### src/timer2_regs.svh
/*
 Register indices, field positions, reset values and counts for the
 timer 2 reload and clock-output block.
 Assumes the bus address carries the register index in bits 9:2.
*/
`ifndef TIMER2_REGS_SVH
`define TIMER2_REGS_SVH

// Register indices; the byte address is four times the index
`define IDX_AUX_CONTROL 8'h8e
`define IDX_CLKOUT_EXTINT 8'h8f
`define IDX_IE_SECOND 8'haf
`define IDX_T2_HIGH 8'hd6
`define IDX_T2_LOW 8'hd7
`define IDX_IRQ_STATUS 8'he0
`define IDX_IRQ_MASK 8'he1
`define IDX_MSB 9
`define IDX_LSB 2

// Auxiliary control fields
`define BIT_T0_FAST 7
`define BIT_T1_FAST 6
`define BIT_T2_RUN 4
`define BIT_T2_CSEL 3
`define BIT_T2_FAST 2

// Clock-output enable fields, one per channel
`define BIT_T0_CLKO 0
`define BIT_T1_CLKO 1
`define BIT_T2_CLKO 2
`define CLKO_CHANNELS 3

// Second interrupt-enable fields
`define BIT_ET2 2

// Interrupt status / mask layout
`define STAT_T0_OVF 0
`define STAT_T1_OVF 1
`define STAT_T2_OVF 2
`define STAT_WIDTH 3

// Reset values and writable masks
`define RST_AUX 8'h01
`define RST_CLKOUT 8'h00
`define RST_IE2 8'h00
`define RST_COUNT 16'h0000
`define RST_STAT 3'h0
`define MASK_CLKOUT 8'h7f
`define MASK_IE2 8'h7f

// Counting
`define PRESCALE_DIV 12
`define COUNT_MAX 16'hffff
`define COUNT_ONE 16'h0001

`endif
### src/timer2_pkg.sv
/*
 Types shared by the timer 2 block.
 Assumes nothing of its surroundings.
*/
package timer2_pkg;
    typedef enum logic [1:0] {
        BUS_IDLE = 2'b01,
        BUS_RD_WAIT = 2'b10
    } bus_state_t;
endpackage

### src/tick_prescaler.sv
/*
 Tick prescaler: one-cycle tick every DIV clocks, or every clock in bypass.
 Assumes enable and bypass come from logic on the same clock.
*/
`timescale 1ns/100ps
`include "timer2_regs.svh"
module tick_prescaler #(
    parameter int DIV = `PRESCALE_DIV
) (
    input wire logic hclk,
    input wire logic hresetn,
    input wire logic enable,
    input wire logic bypass,
    output logic tick
);
    logic [3:0] phase;
    localparam logic [3:0] LAST = 4'(DIV - 1);

    // Restarting on stop keeps the first tick a full period after start
    always_ff @(posedge hclk or negedge hresetn) begin
        if (!hresetn) begin
            phase <= 4'h0;
        end else if (!enable || bypass || phase == LAST) begin
            phase <= 4'h0;
        end else begin
            phase <= phase + 4'h1;
        end
    end

    assign tick = enable && (bypass || phase == LAST);

    // Independent count of cycles since the last divided tick
    logic [3:0] gap;
    logic gap_valid;

    always_ff @(posedge hclk or negedge hresetn) begin
        if (!hresetn) begin
            gap <= 4'h0;
            gap_valid <= 1'b0;
        end else if (!enable || bypass) begin
            gap <= 4'h0;
            gap_valid <= 1'b0;
        end else if (tick) begin
            gap <= 4'h0;
            gap_valid <= 1'b1;
        end else begin
            gap <= gap + 4'h1;
        end
    end

    // divided tick spacing
    AST_SLOW_PERIOD: assert property (
        @(posedge hclk) disable iff (!hresetn)
        tick && !bypass && gap_valid |-> gap == LAST)
        else $error("slow tick spacing differs from the divide ratio");
endmodule

### src/timer2_clkout.sv
/*
 Timer 2 auto-reload counter with hidden reload, clock outputs for
 timers 0, 1 and 2, second interrupt-enable register, AHB-Lite slave.
 Assumes timer 0 and 1 overflow pulses come from logic on hclk, and the
 timer 2 pin input is asynchronous.
*/
// Overview of operation
// Timer 2 counts only while the run bit is one; otherwise holds.
// Select bit chooses internal clock ticks or external pin pulses.
// Timer mode advances every twelve clocks, or every clock when fast.
// Count writes while stopped load counter and hidden reload together.
// Count writes while running load only the hidden reload byte.
// Reading count addresses returns the live counter, never the reload.
// Overflow sets the request flag and reloads; reload keeps its value.
// Timer 2 clock-out enable drives pin with half the overflow rate.
// Timer mode output is clock, over twelve if slow, over span, halved.
// Counter mode output is pin rate over reload span, halved.
// Timer 0 clock-out enable drives its pin at half overflow rate.
// Timer 0 sixteen-bit reload output is counted clock over span, halved.
// Timer 0 eight-bit reload output is counted clock over byte span, halved.
// Timer 1 clock-out enable drives its pin at half overflow rate.
// Timer 1 output is counted clock over its reload span, halved.
// Second interrupt-enable register holds seven per-source enable bits.
// Software leaves a clock-producing timer's interrupt disabled.
// Each enabled clock output toggles once per selected overflow.
`timescale 1ns/100ps
`include "timer2_regs.svh"
module timer2_clkout (
    input wire logic hclk,
    input wire logic hresetn,
    input wire logic hsel,
    input wire logic [31:0] haddr,
    input wire logic [1:0] htrans,
    input wire logic hwrite,
    input wire logic [2:0] hsize,
    input wire logic [31:0] hwdata,
    input wire logic hready,
    output logic [31:0] hrdata,
    output logic hreadyout,
    output logic hresp,
    input wire logic timer2_pin_in,
    input wire logic timer0_overflow,
    input wire logic timer1_overflow,
    output logic timer2_clk_out,
    output logic timer2_clk_oe,
    output logic timer0_clk_out,
    output logic timer0_clk_oe,
    output logic timer1_clk_out,
    output logic timer1_clk_oe,
    output logic timer0_fast_tick,
    output logic timer1_fast_tick,
    output logic [7:0] interrupt_enable_second,
    output logic timer2_irq_request,
    output logic irq
);
    timer2_pkg::bus_state_t bus_state;
    logic [7:0] auxiliary_control;
    logic [7:0] clock_output_and_extint_enable;
    logic [15:0] count;
    logic [15:0] reload;
    logic [`STAT_WIDTH-1:0] irq_status;
    logic [`STAT_WIDTH-1:0] irq_mask;
    logic [7:0] dp_idx;
    logic wr_pend;
    logic take;
    logic wr_en;
    logic [7:0] next_rdata;
    logic timer2_run;
    logic timer2_counter_select;
    logic timer2_fast_tick;
    logic prescale_tick;
    logic pin_meta;
    logic pin_sync;
    logic pin_prev;
    logic pin_fall;
    logic tick;
    logic t2_overflow;
    logic wr_low;
    logic wr_high;
    logic [`STAT_WIDTH-1:0] stat_events;
    logic [`STAT_WIDTH-1:0] stat_clear;
    logic [`CLKO_CHANNELS-1:0] chan_ovf;
    logic [`CLKO_CHANNELS-1:0] chan_en;
    logic [`CLKO_CHANNELS-1:0] chan_level;
    logic [`CLKO_CHANNELS-1:0] chan_oe;

    // Bus slave
    assign take = hsel && htrans[1] && hready;
    assign hresp = 1'b0;
    assign hreadyout = (bus_state != timer2_pkg::BUS_RD_WAIT);
    assign wr_en = wr_pend;

    // Reads take one wait state so a write just before is already visible
    always_ff @(posedge hclk or negedge hresetn) begin
        if (!hresetn) begin
            bus_state <= timer2_pkg::BUS_IDLE;
            wr_pend <= 1'b0;
            dp_idx <= 8'h00;
        end else begin
            case (bus_state)
                timer2_pkg::BUS_IDLE: begin
                    wr_pend <= take && hwrite;
                    if (take) begin
                        dp_idx <= haddr[`IDX_MSB:`IDX_LSB];
                    end
                    if (take && !hwrite) begin
                        bus_state <= timer2_pkg::BUS_RD_WAIT;
                    end
                end
                timer2_pkg::BUS_RD_WAIT: begin
                    wr_pend <= 1'b0;
                    bus_state <= timer2_pkg::BUS_IDLE;
                end
                default: begin
                    wr_pend <= 1'b0;
                    bus_state <= timer2_pkg::BUS_IDLE;
                end
            endcase
        end
    end

    // Read mux
    always_comb begin
        next_rdata = 8'h00;
        case (dp_idx)
            `IDX_AUX_CONTROL: next_rdata = auxiliary_control;
            `IDX_CLKOUT_EXTINT: next_rdata = clock_output_and_extint_enable;
            `IDX_IE_SECOND: next_rdata = interrupt_enable_second;
            // live count read
            `IDX_T2_HIGH: next_rdata = count[15:8];
            `IDX_T2_LOW: next_rdata = count[7:0];
            `IDX_IRQ_STATUS: next_rdata = {5'h00, irq_status};
            `IDX_IRQ_MASK: next_rdata = {5'h00, irq_mask};
            default: next_rdata = 8'h00;
        endcase
    end

    always_ff @(posedge hclk or negedge hresetn) begin
        if (!hresetn) begin
            hrdata <= 32'h0000_0000;
        end else if (bus_state == timer2_pkg::BUS_RD_WAIT) begin
            hrdata <= {24'h00_0000, next_rdata};
        end
    end

    // Control registers
    always_ff @(posedge hclk or negedge hresetn) begin
        if (!hresetn) begin
            auxiliary_control <= `RST_AUX;
        end else if (wr_en && dp_idx == `IDX_AUX_CONTROL) begin
            auxiliary_control <= hwdata[7:0];
        end
    end
    always_ff @(posedge hclk or negedge hresetn) begin
        if (!hresetn) begin
            clock_output_and_extint_enable <= `RST_CLKOUT;
        end else if (wr_en && dp_idx == `IDX_CLKOUT_EXTINT) begin
            clock_output_and_extint_enable <= hwdata[7:0] & `MASK_CLKOUT;
        end
    end
    // second enable register
    always_ff @(posedge hclk or negedge hresetn) begin
        if (!hresetn) begin
            interrupt_enable_second <= `RST_IE2;
        end else if (wr_en && dp_idx == `IDX_IE_SECOND) begin
            interrupt_enable_second <= hwdata[7:0] & `MASK_IE2;
        end
    end
    always_ff @(posedge hclk or negedge hresetn) begin
        if (!hresetn) begin
            irq_mask <= `RST_STAT;
        end else if (wr_en && dp_idx == `IDX_IRQ_MASK) begin
            irq_mask <= hwdata[`STAT_WIDTH-1:0];
        end
    end
    assign timer2_run = auxiliary_control[`BIT_T2_RUN];
    assign timer2_counter_select = auxiliary_control[`BIT_T2_CSEL];
    assign timer2_fast_tick = auxiliary_control[`BIT_T2_FAST];
    assign timer0_fast_tick = auxiliary_control[`BIT_T0_FAST];
    assign timer1_fast_tick = auxiliary_control[`BIT_T1_FAST];

    // Pin synchroniser and falling-edge detect
    always_ff @(posedge hclk or negedge hresetn) begin
        if (!hresetn) begin
            pin_meta <= 1'b0;
            pin_sync <= 1'b0;
            pin_prev <= 1'b0;
        end else begin
            pin_meta <= timer2_pin_in;
            pin_sync <= pin_meta;
            pin_prev <= pin_sync;
        end
    end

    assign pin_fall = pin_prev && !pin_sync;

    // divide by twelve or one
    tick_prescaler #(
        .DIV(`PRESCALE_DIV)
    ) u_prescaler (
        .hclk(hclk),
        .hresetn(hresetn),
        .enable(timer2_run && !timer2_counter_select),
        .bypass(timer2_fast_tick),
        .tick(prescale_tick)
    );

    // run gate and source select
    assign tick = timer2_run && (timer2_counter_select ? pin_fall : prescale_tick);
    assign t2_overflow = tick && (count == `COUNT_MAX);
    assign wr_low = wr_en && dp_idx == `IDX_T2_LOW;
    assign wr_high = wr_en && dp_idx == `IDX_T2_HIGH;

    // hidden reload always takes the write
    always_ff @(posedge hclk or negedge hresetn) begin
        if (!hresetn) begin
            reload <= `RST_COUNT;
        end else begin
            if (wr_low) begin
                reload[7:0] <= hwdata[7:0];
            end
            if (wr_high) begin
                reload[15:8] <= hwdata[7:0];
            end
        end
    end

    // counter with auto-reload; writes reach it only while stopped
    always_ff @(posedge hclk or negedge hresetn) begin
        if (!hresetn) begin
            count <= `RST_COUNT;
        end else if (timer2_run) begin
            if (t2_overflow) begin
                count <= reload;
            end else if (tick) begin
                count <= count + `COUNT_ONE;
            end
        end else begin
            if (wr_low) begin
                count[7:0] <= hwdata[7:0];
            end
            if (wr_high) begin
                count[15:8] <= hwdata[7:0];
            end
        end
    end

    // Sticky status; an event in the clearing cycle survives
    assign stat_events = {t2_overflow, timer1_overflow, timer0_overflow};
    assign stat_clear = (wr_en && dp_idx == `IDX_IRQ_STATUS) ?
                        hwdata[`STAT_WIDTH-1:0] : `RST_STAT;

    // request flag
    always_ff @(posedge hclk or negedge hresetn) begin
        if (!hresetn) begin
            irq_status <= `RST_STAT;
        end else begin
            irq_status <= stat_events | (irq_status & ~stat_clear);
        end
    end

    assign irq = |(irq_status & irq_mask);
    // Clock-output use normally leaves this enable low in software
    assign timer2_irq_request = irq_status[`STAT_T2_OVF] &&
                                interrupt_enable_second[`BIT_ET2];

    // Clock-output channels: 0 timer0, 1 timer1, 2 timer2
    assign chan_ovf = {t2_overflow, timer1_overflow, timer0_overflow};
    assign chan_en = clock_output_and_extint_enable[`CLKO_CHANNELS-1:0];

    genvar ch;
    generate
        for (ch = 0; ch < `CLKO_CHANNELS; ch++) begin : g_clko
            // toggle per overflow halves the rate
            always_ff @(posedge hclk or negedge hresetn) begin
                if (!hresetn) begin
                    chan_level[ch] <= 1'b0;
                    chan_oe[ch] <= 1'b0;
                end else begin
                    // enable gates the pin
                    chan_oe[ch] <= chan_en[ch];
                    if (!chan_en[ch]) begin
                        chan_level[ch] <= 1'b0;
                    end else if (chan_ovf[ch]) begin
                        chan_level[ch] <= ~chan_level[ch];
                    end
                end
            end
            AST_CLKO_TOGGLE: assert property (
                @(posedge hclk) disable iff (!hresetn)
                chan_en[ch] && chan_oe[ch] && chan_ovf[ch]
                |=> chan_level[ch] != $past(chan_level[ch]))
                else $error("clock output did not toggle on overflow");
            AST_CLKO_HOLD: assert property (
                @(posedge hclk) disable iff (!hresetn)
                chan_en[ch] && !chan_ovf[ch] |=> $stable(chan_level[ch]))
                else $error("clock output moved without overflow");
            AST_CLKO_OFF: assert property (
                @(posedge hclk) disable iff (!hresetn)
                !chan_en[ch] |=> !chan_oe[ch] && !chan_level[ch])
                else $error("disabled clock output still driven");
        end
    endgenerate

    assign timer0_clk_out = chan_level[`BIT_T0_CLKO];
    assign timer0_clk_oe = chan_oe[`BIT_T0_CLKO];
    assign timer1_clk_out = chan_level[`BIT_T1_CLKO];
    assign timer1_clk_oe = chan_oe[`BIT_T1_CLKO];
    assign timer2_clk_out = chan_level[`BIT_T2_CLKO];
    assign timer2_clk_oe = chan_oe[`BIT_T2_CLKO];

    AST_HOLD_STOPPED: assert property (
        @(posedge hclk) disable iff (!hresetn)
        !timer2_run && !wr_low && !wr_high |=> count == $past(count))
        else $error("counter moved while stopped");
    AST_COUNT_STEP: assert property (
        @(posedge hclk) disable iff (!hresetn)
        tick && count != `COUNT_MAX |=> count == $past(count) + `COUNT_ONE)
        else $error("counter did not advance on its tick");
    AST_PIN_ONLY: assert property (
        @(posedge hclk) disable iff (!hresetn)
        timer2_run && timer2_counter_select && !pin_fall |-> !tick)
        else $error("counter mode ticked without pin edge");
    AST_FAST_PERIOD: assert property (
        @(posedge hclk) disable iff (!hresetn)
        timer2_run && !timer2_counter_select && timer2_fast_tick |-> tick)
        else $error("fast mode missed a tick");
    AST_STOP_WRITE: assert property (
        @(posedge hclk) disable iff (!hresetn)
        wr_low && !timer2_run
        |=> count[7:0] == $past(hwdata[7:0]) && reload[7:0] == $past(hwdata[7:0]))
        else $error("stopped write did not load counter and reload");
    AST_RUN_WRITE: assert property (
        @(posedge hclk) disable iff (!hresetn)
        wr_high && timer2_run && !tick
        |=> count == $past(count) && reload[15:8] == $past(hwdata[7:0]))
        else $error("running write reached the live counter");
    AST_READ_LIVE: assert property (
        @(posedge hclk) disable iff (!hresetn)
        bus_state == timer2_pkg::BUS_RD_WAIT && dp_idx == `IDX_T2_LOW
        |=> hrdata[7:0] == $past(count[7:0]) && hreadyout)
        else $error("count read did not return live counter");
    AST_OVF_RELOAD: assert property (
        @(posedge hclk) disable iff (!hresetn)
        t2_overflow && !wr_low && !wr_high
        |=> count == $past(reload) && reload == $past(reload)
            && irq_status[`STAT_T2_OVF])
        else $error("overflow did not reload and flag");
    AST_IE2_RESERVED: assert property (
        @(posedge hclk) disable iff (!hresetn)
        wr_en && dp_idx == `IDX_IE_SECOND
        |=> interrupt_enable_second == ($past(hwdata[7:0]) & `MASK_IE2))
        else $error("second enable register did not store enables");

    COV_OVERFLOW_CLKO: cover property (
        @(posedge hclk) disable iff (!hresetn)
        t2_overflow && chan_en[`BIT_T2_CLKO]);
    COV_PIN_COUNT: cover property (
        @(posedge hclk) disable iff (!hresetn)
        tick && timer2_counter_select);
    COV_RUN_WRITE: cover property (
        @(posedge hclk) disable iff (!hresetn)
        wr_low && timer2_run);
    COV_IRQ: cover property (
        @(posedge hclk) disable iff (!hresetn)
        irq);
endmodule

### config.mk
export PLATFORM = sky130hd
export DESIGN_NAME = timer2_clkout
export DESIGN_NICKNAME = d
export VERILOG_FILES = /design/src/timer2_pkg.sv /design/src/tick_prescaler.sv /design/src/timer2_clkout.sv
export VERILOG_INCLUDE_DIRS = /design/src
export SDC_FILE = /design/constraint.sdc
export NUM_CORES = 1
export LEC_CHECK = 0
export BUFFER_PORTS_ARGS = -buffer_cell sky130_fd_sc_hd__buf_2
export CORE_ASPECT_RATIO = 0.6
export CORE_UTILIZATION = 53
export DETAILED_ROUTE_END_ITERATION = 8
export PLACE_DENSITY = 0.8
export SETUP_SLACK_MARGIN = 0.5
export SLEW_MARGIN = 20
export SYNTH_ARGS = -nofsm -noshare
export SYNTH_HDL_FRONTEND = slang
export SYNTH_SLANG_ARGS = --single-unit
### constraint.sdc
create_clock -name hclk -period 2.45 [get_ports hclk]
set_input_delay 0.49 -clock hclk [delete_from_list [all_inputs] [get_ports hclk]]
set_output_delay 0.49 -clock hclk [all_outputs]
set_load 0.03 [all_outputs]
==> flow_metrics.py <==
metrics = {
    "run_status": {
        "status": "finished, violations left",
        "violations": "DRC",
    },
    "global_routing": {
        "top_usage_layer": "met1",
        "use_met1_pct": 42.5,
        "antenna_found_initial": 0,
        "use_met3_pct": 10.1,
        "gr-usage-all-layers_pct": 29.8,
        "grt_pass1_wl_um": 21400,
        "grt_util_met2_pct": 42.2,
        "overflow": 0,
        "grt_max_degree": 57,
        "grt_pass1_vias": 3970,
    },
    "timing": {
        "worst_slew_margin_rel_pct": 61.9,
        "slew_viol_final": 0,
        "fin_ws_ns": 0.416,
        "fin_crit_sh_pct": 83.0,
        "setup_viol": 0,
        "rsz0062_at_grt": "yes",
        "holdWs_ns": 0.110,
        "fin_crit_ns": 2.03,
        "worst_pin_slew_ns": 0.571,
        "fin_skew_ns": 0.00689,
        "tns_ns": 0,
        "hold_viol": 0,
        "fmax_mhz": 492,
    },
    "route": {
        "dr.pass1.iters": 8,
        "wire_per_inst_um": 21.1,
        "route.detailed.drc": 5,
        "antenna_left": 0,
        "drt_iter0_markers": 470,
        "vias": 4213,
        "drt-total-wl_um": 14100,
        "viasPerCell": 6.28,
    },
    "final_layout": {
        "drive_gt1_share_pct": 36.5,
        "antenna_cells": 0,
        "final-instance-count-excl-fill": 671,
        "syn_to_final_growth_pct": 23.8,
        "nets": 633,
        "utilization_pct": 69.0,
    },
    "critical_path": {
        "cp.required_ns": 2.69,
        "critPathLaunchType": "register",
        "cp_cell_sequence": "ha_2 -> and3b_2 -> o21ai_2 -> buf_6 -> a211oi_4 -> mux2_4 -> a221o_1",
        "critical_path.endpoint_type": "register",
        "crit_fanout": 4,
        "regToRegSetupSlack_ns": 0.42,
        "arrival_ns": 2.27,
        "path_class": "reg2reg",
        "cpPeakStageDelay_ns": 0.36,
        "crit_slowest_cell": "dfrtp_1",
    },
    "floorplan": {
        "die_w_um": 125,
        "io_pins": 129,
        "die_h_um": 76.1,
        "start_util_pct": 55.8,
        "core_um2": 8690,
        "dieArea_um2": 9540,
        "rows": 26,
    },
    "clock_tree": {
        "cts_tree": "built",
        "htreeDepth": 3,
        "numClockSinks": 92,
        "cts_made_buffers": 9,
        "hold_buffers": 0,
        "clk_latency_ns": 0.35,
        "max-clock-path-buffers": 2,
        "root_buffer": "clkbuf_16",
        "clkTransAtPathRegs_ns": 0.07,
    },
    "place": {
        "dp.cells": 625,
        "gp_congestion": 1.01,
        "place_hpwl_um": 9290,
        "port_buffers": 50,
        "place_ws_ns": 0.204,
    },
    "synthesis": {
        "seq_area_frac_synth_pct": 47.6,
        "ys_dominant_reg_cell": "dfrtp_1",
        "synth_edf_count": 0,
        "synth.distinct_cells": 63,
        "ys_seq_elements": 92,
        "synthCells": 463,
        "yosysWarnings": 0,
        "avgSynthCellArea_um2": 10.5,
        "synthArstFlopShare_pct": 100,
        "netlist_area_um2": 4840,
    },
    "power_and_ir_drop": {
        "power.density_cell_area_nw_per_um2": 772,
        "leakagePower_nw": 2.74,
        "ir_drop_mv": 0.535,
    },
    "hold_path": {
        "hold_path.class": "in2async",
    },
    "run": {
        "drv_cap": 0,
    },
}
-- layout by cell type (no fill, tap or decap), types with 5 or more instances in the layout --
cell type,instances
o22ai_1,9
xor2_1,9
nand2b_1,7
o21ai_0,12
a31oi_1,6
dfrtp_1,82
nor2_1,19
dfrtp_2,8
buf_4,46
nand3_1,10
and2_1,7
conb_1,26
nand2_1,51
buf_2,49
inv_1,9
mux2i_1,19
mux2_2,42
a21oi_1,14
clkbuf_16,9
a22oi_1,5
nor3_1,9
nand4_1,5
-- what timing repair did --
action                     4_1_cts  5_1_grt
pin swaps                        4       10
setup endpoints to repair       29       47
cloned                           1        0
resized for setup               20       24
setup buffers                   15       14
-- routing by layer --
metal	vias to the layer above	wire length [um]	share of wire, %
met5	-	0	0
met4	0	231	1.6
met3	29	1540	11
met2	267	6330	45
met1	2112	6020	43
li1	1805	-	-
-- synth_stat cells (all sizes together) (3+ instances only) --
library cell	instances	area share [%]
a211oi	7	1.4
a21o	4	0.62
a21oi	16	1.7
a221o	3	0.62
a221oi	5	0.90
a22oi	5	0.78
a31oi	6	0.78
and2	7	0.90
and3	3	0.39
and3b	4	0.72
and4b	3	0.62
buf	32	4.9
clkbuf	15	1.2
dfrtp	90	46
inv	9	0.70
mux2	43	10
mux2i	19	3.9
nand2	55	4.3
nand2b	7	0.90
nand3	11	1.1
nand4	6	0.90
nor2	20	1.5
nor2b	5	0.65
nor3	12	1.4
nor4	3	0.39
o21ai	16	1.7
o221ai	4	0.72
o22ai	9	1.2
or3	3	0.49
xnor2	4	0.72
xor2	9	1.6
-- critical path: cells and delay by family (launching register included) --
kind / cells / cell delay, ns
adder cells (fa/ha/maj): 1 / 0.18
multiplexers: 1 / 0.34
AND/OR/NAND/NOR: 1 / 0.21
AO/OA/AOI/OAI: 3 / 0.69
buffers and inverters: 1 / 0.13
flip-flops: 1 / 0.36
-- state kept, by name (all words and copies together) (netlist names) --
register / cells
count: 16
reload: 16
auxiliary_control: 8
dp_idx: 8
hrdata: 8
clock_output_and_extint_enable: 7
interrupt_enable_second: 7
u_prescaler.phase: 4
irq_mask: 3
irq_status: 3
bus_state: 2
pin_meta: 1
pin_prev: 1
pin_sync: 1
timer0_clk_oe: 1
timer0_clk_out: 1
timer1_clk_oe: 1
timer1_clk_out: 1
timer2_clk_oe: 1
timer2_clk_out: 1
wr_en: 1
-- power by group --
group | internal, mW | total [mW] | switching (mW)
registers | 1.67 | 1.86 | 0.188
clock network | 1.01 | 1.61 | 0.609
logic | 0.485 | 1.15 | 0.668
-- cell type report --
| cell class | count | area, um2 |
|---|---|---|
| fillers | 639 | 2690 |
| multi-input cells | 340 | 2470 |
| flip-flops and latches | 92 | 2310 |
| repair buffers | 102 | 689 |
| clock buffers | 9 | 225 |
| well taps | 112 | 140 |
| clock inverters | 7 | 121 |
| inverters | 9 | 33.8 |
-- cell families (layout without fill, tap and decap cells) --
kind of cell / after synthesis / in the layout / synth area share, %
multiplexers: 62 / 62 / 13.9
adder cells (fa/ha/maj): 2 / 2 / 0.517
AND/OR/NAND/NOR: 152 / 152 / 16.6
XOR/XNOR: 13 / 13 / 2.35
buffers and inverters: 56 / 127 / 6.74
flip-flops: 92 / 92 / 47.6
AO/OA/AOI/OAI: 85 / 85 / 12.2
other: 1 / 26 / 0.0774
-- final timing paths --
| kind | startpoint | end | cells past startpoint |
|---|---|---|---|
| min in group hclk | timer2_pin_in | pin_meta | 1 |
| max in group asynchronous | hresetn | auxiliary_control[0] | 2 |
| worst min register to register | pin_meta | pin_sync | 0 |
| worst min-delay path | hresetn | interrupt_enable_second[5] | 1 |
| worst max-delay path | u_prescaler.phase[0] | count[5] | 7 |
| worst max register to register | u_prescaler.phase[0] | count[5] | 7 |
-- metrics by stage --
step                      cell area (um2)  total power, mW
after floorplan                      4950             2.54
after global placement               5220             2.76
after detailed placement             5220             2.81
after CTS                            5760             4.52
after global routing                 5990             4.80
final                                5990             4.63
Note: power is estimated with default switching activity, not from simulation.
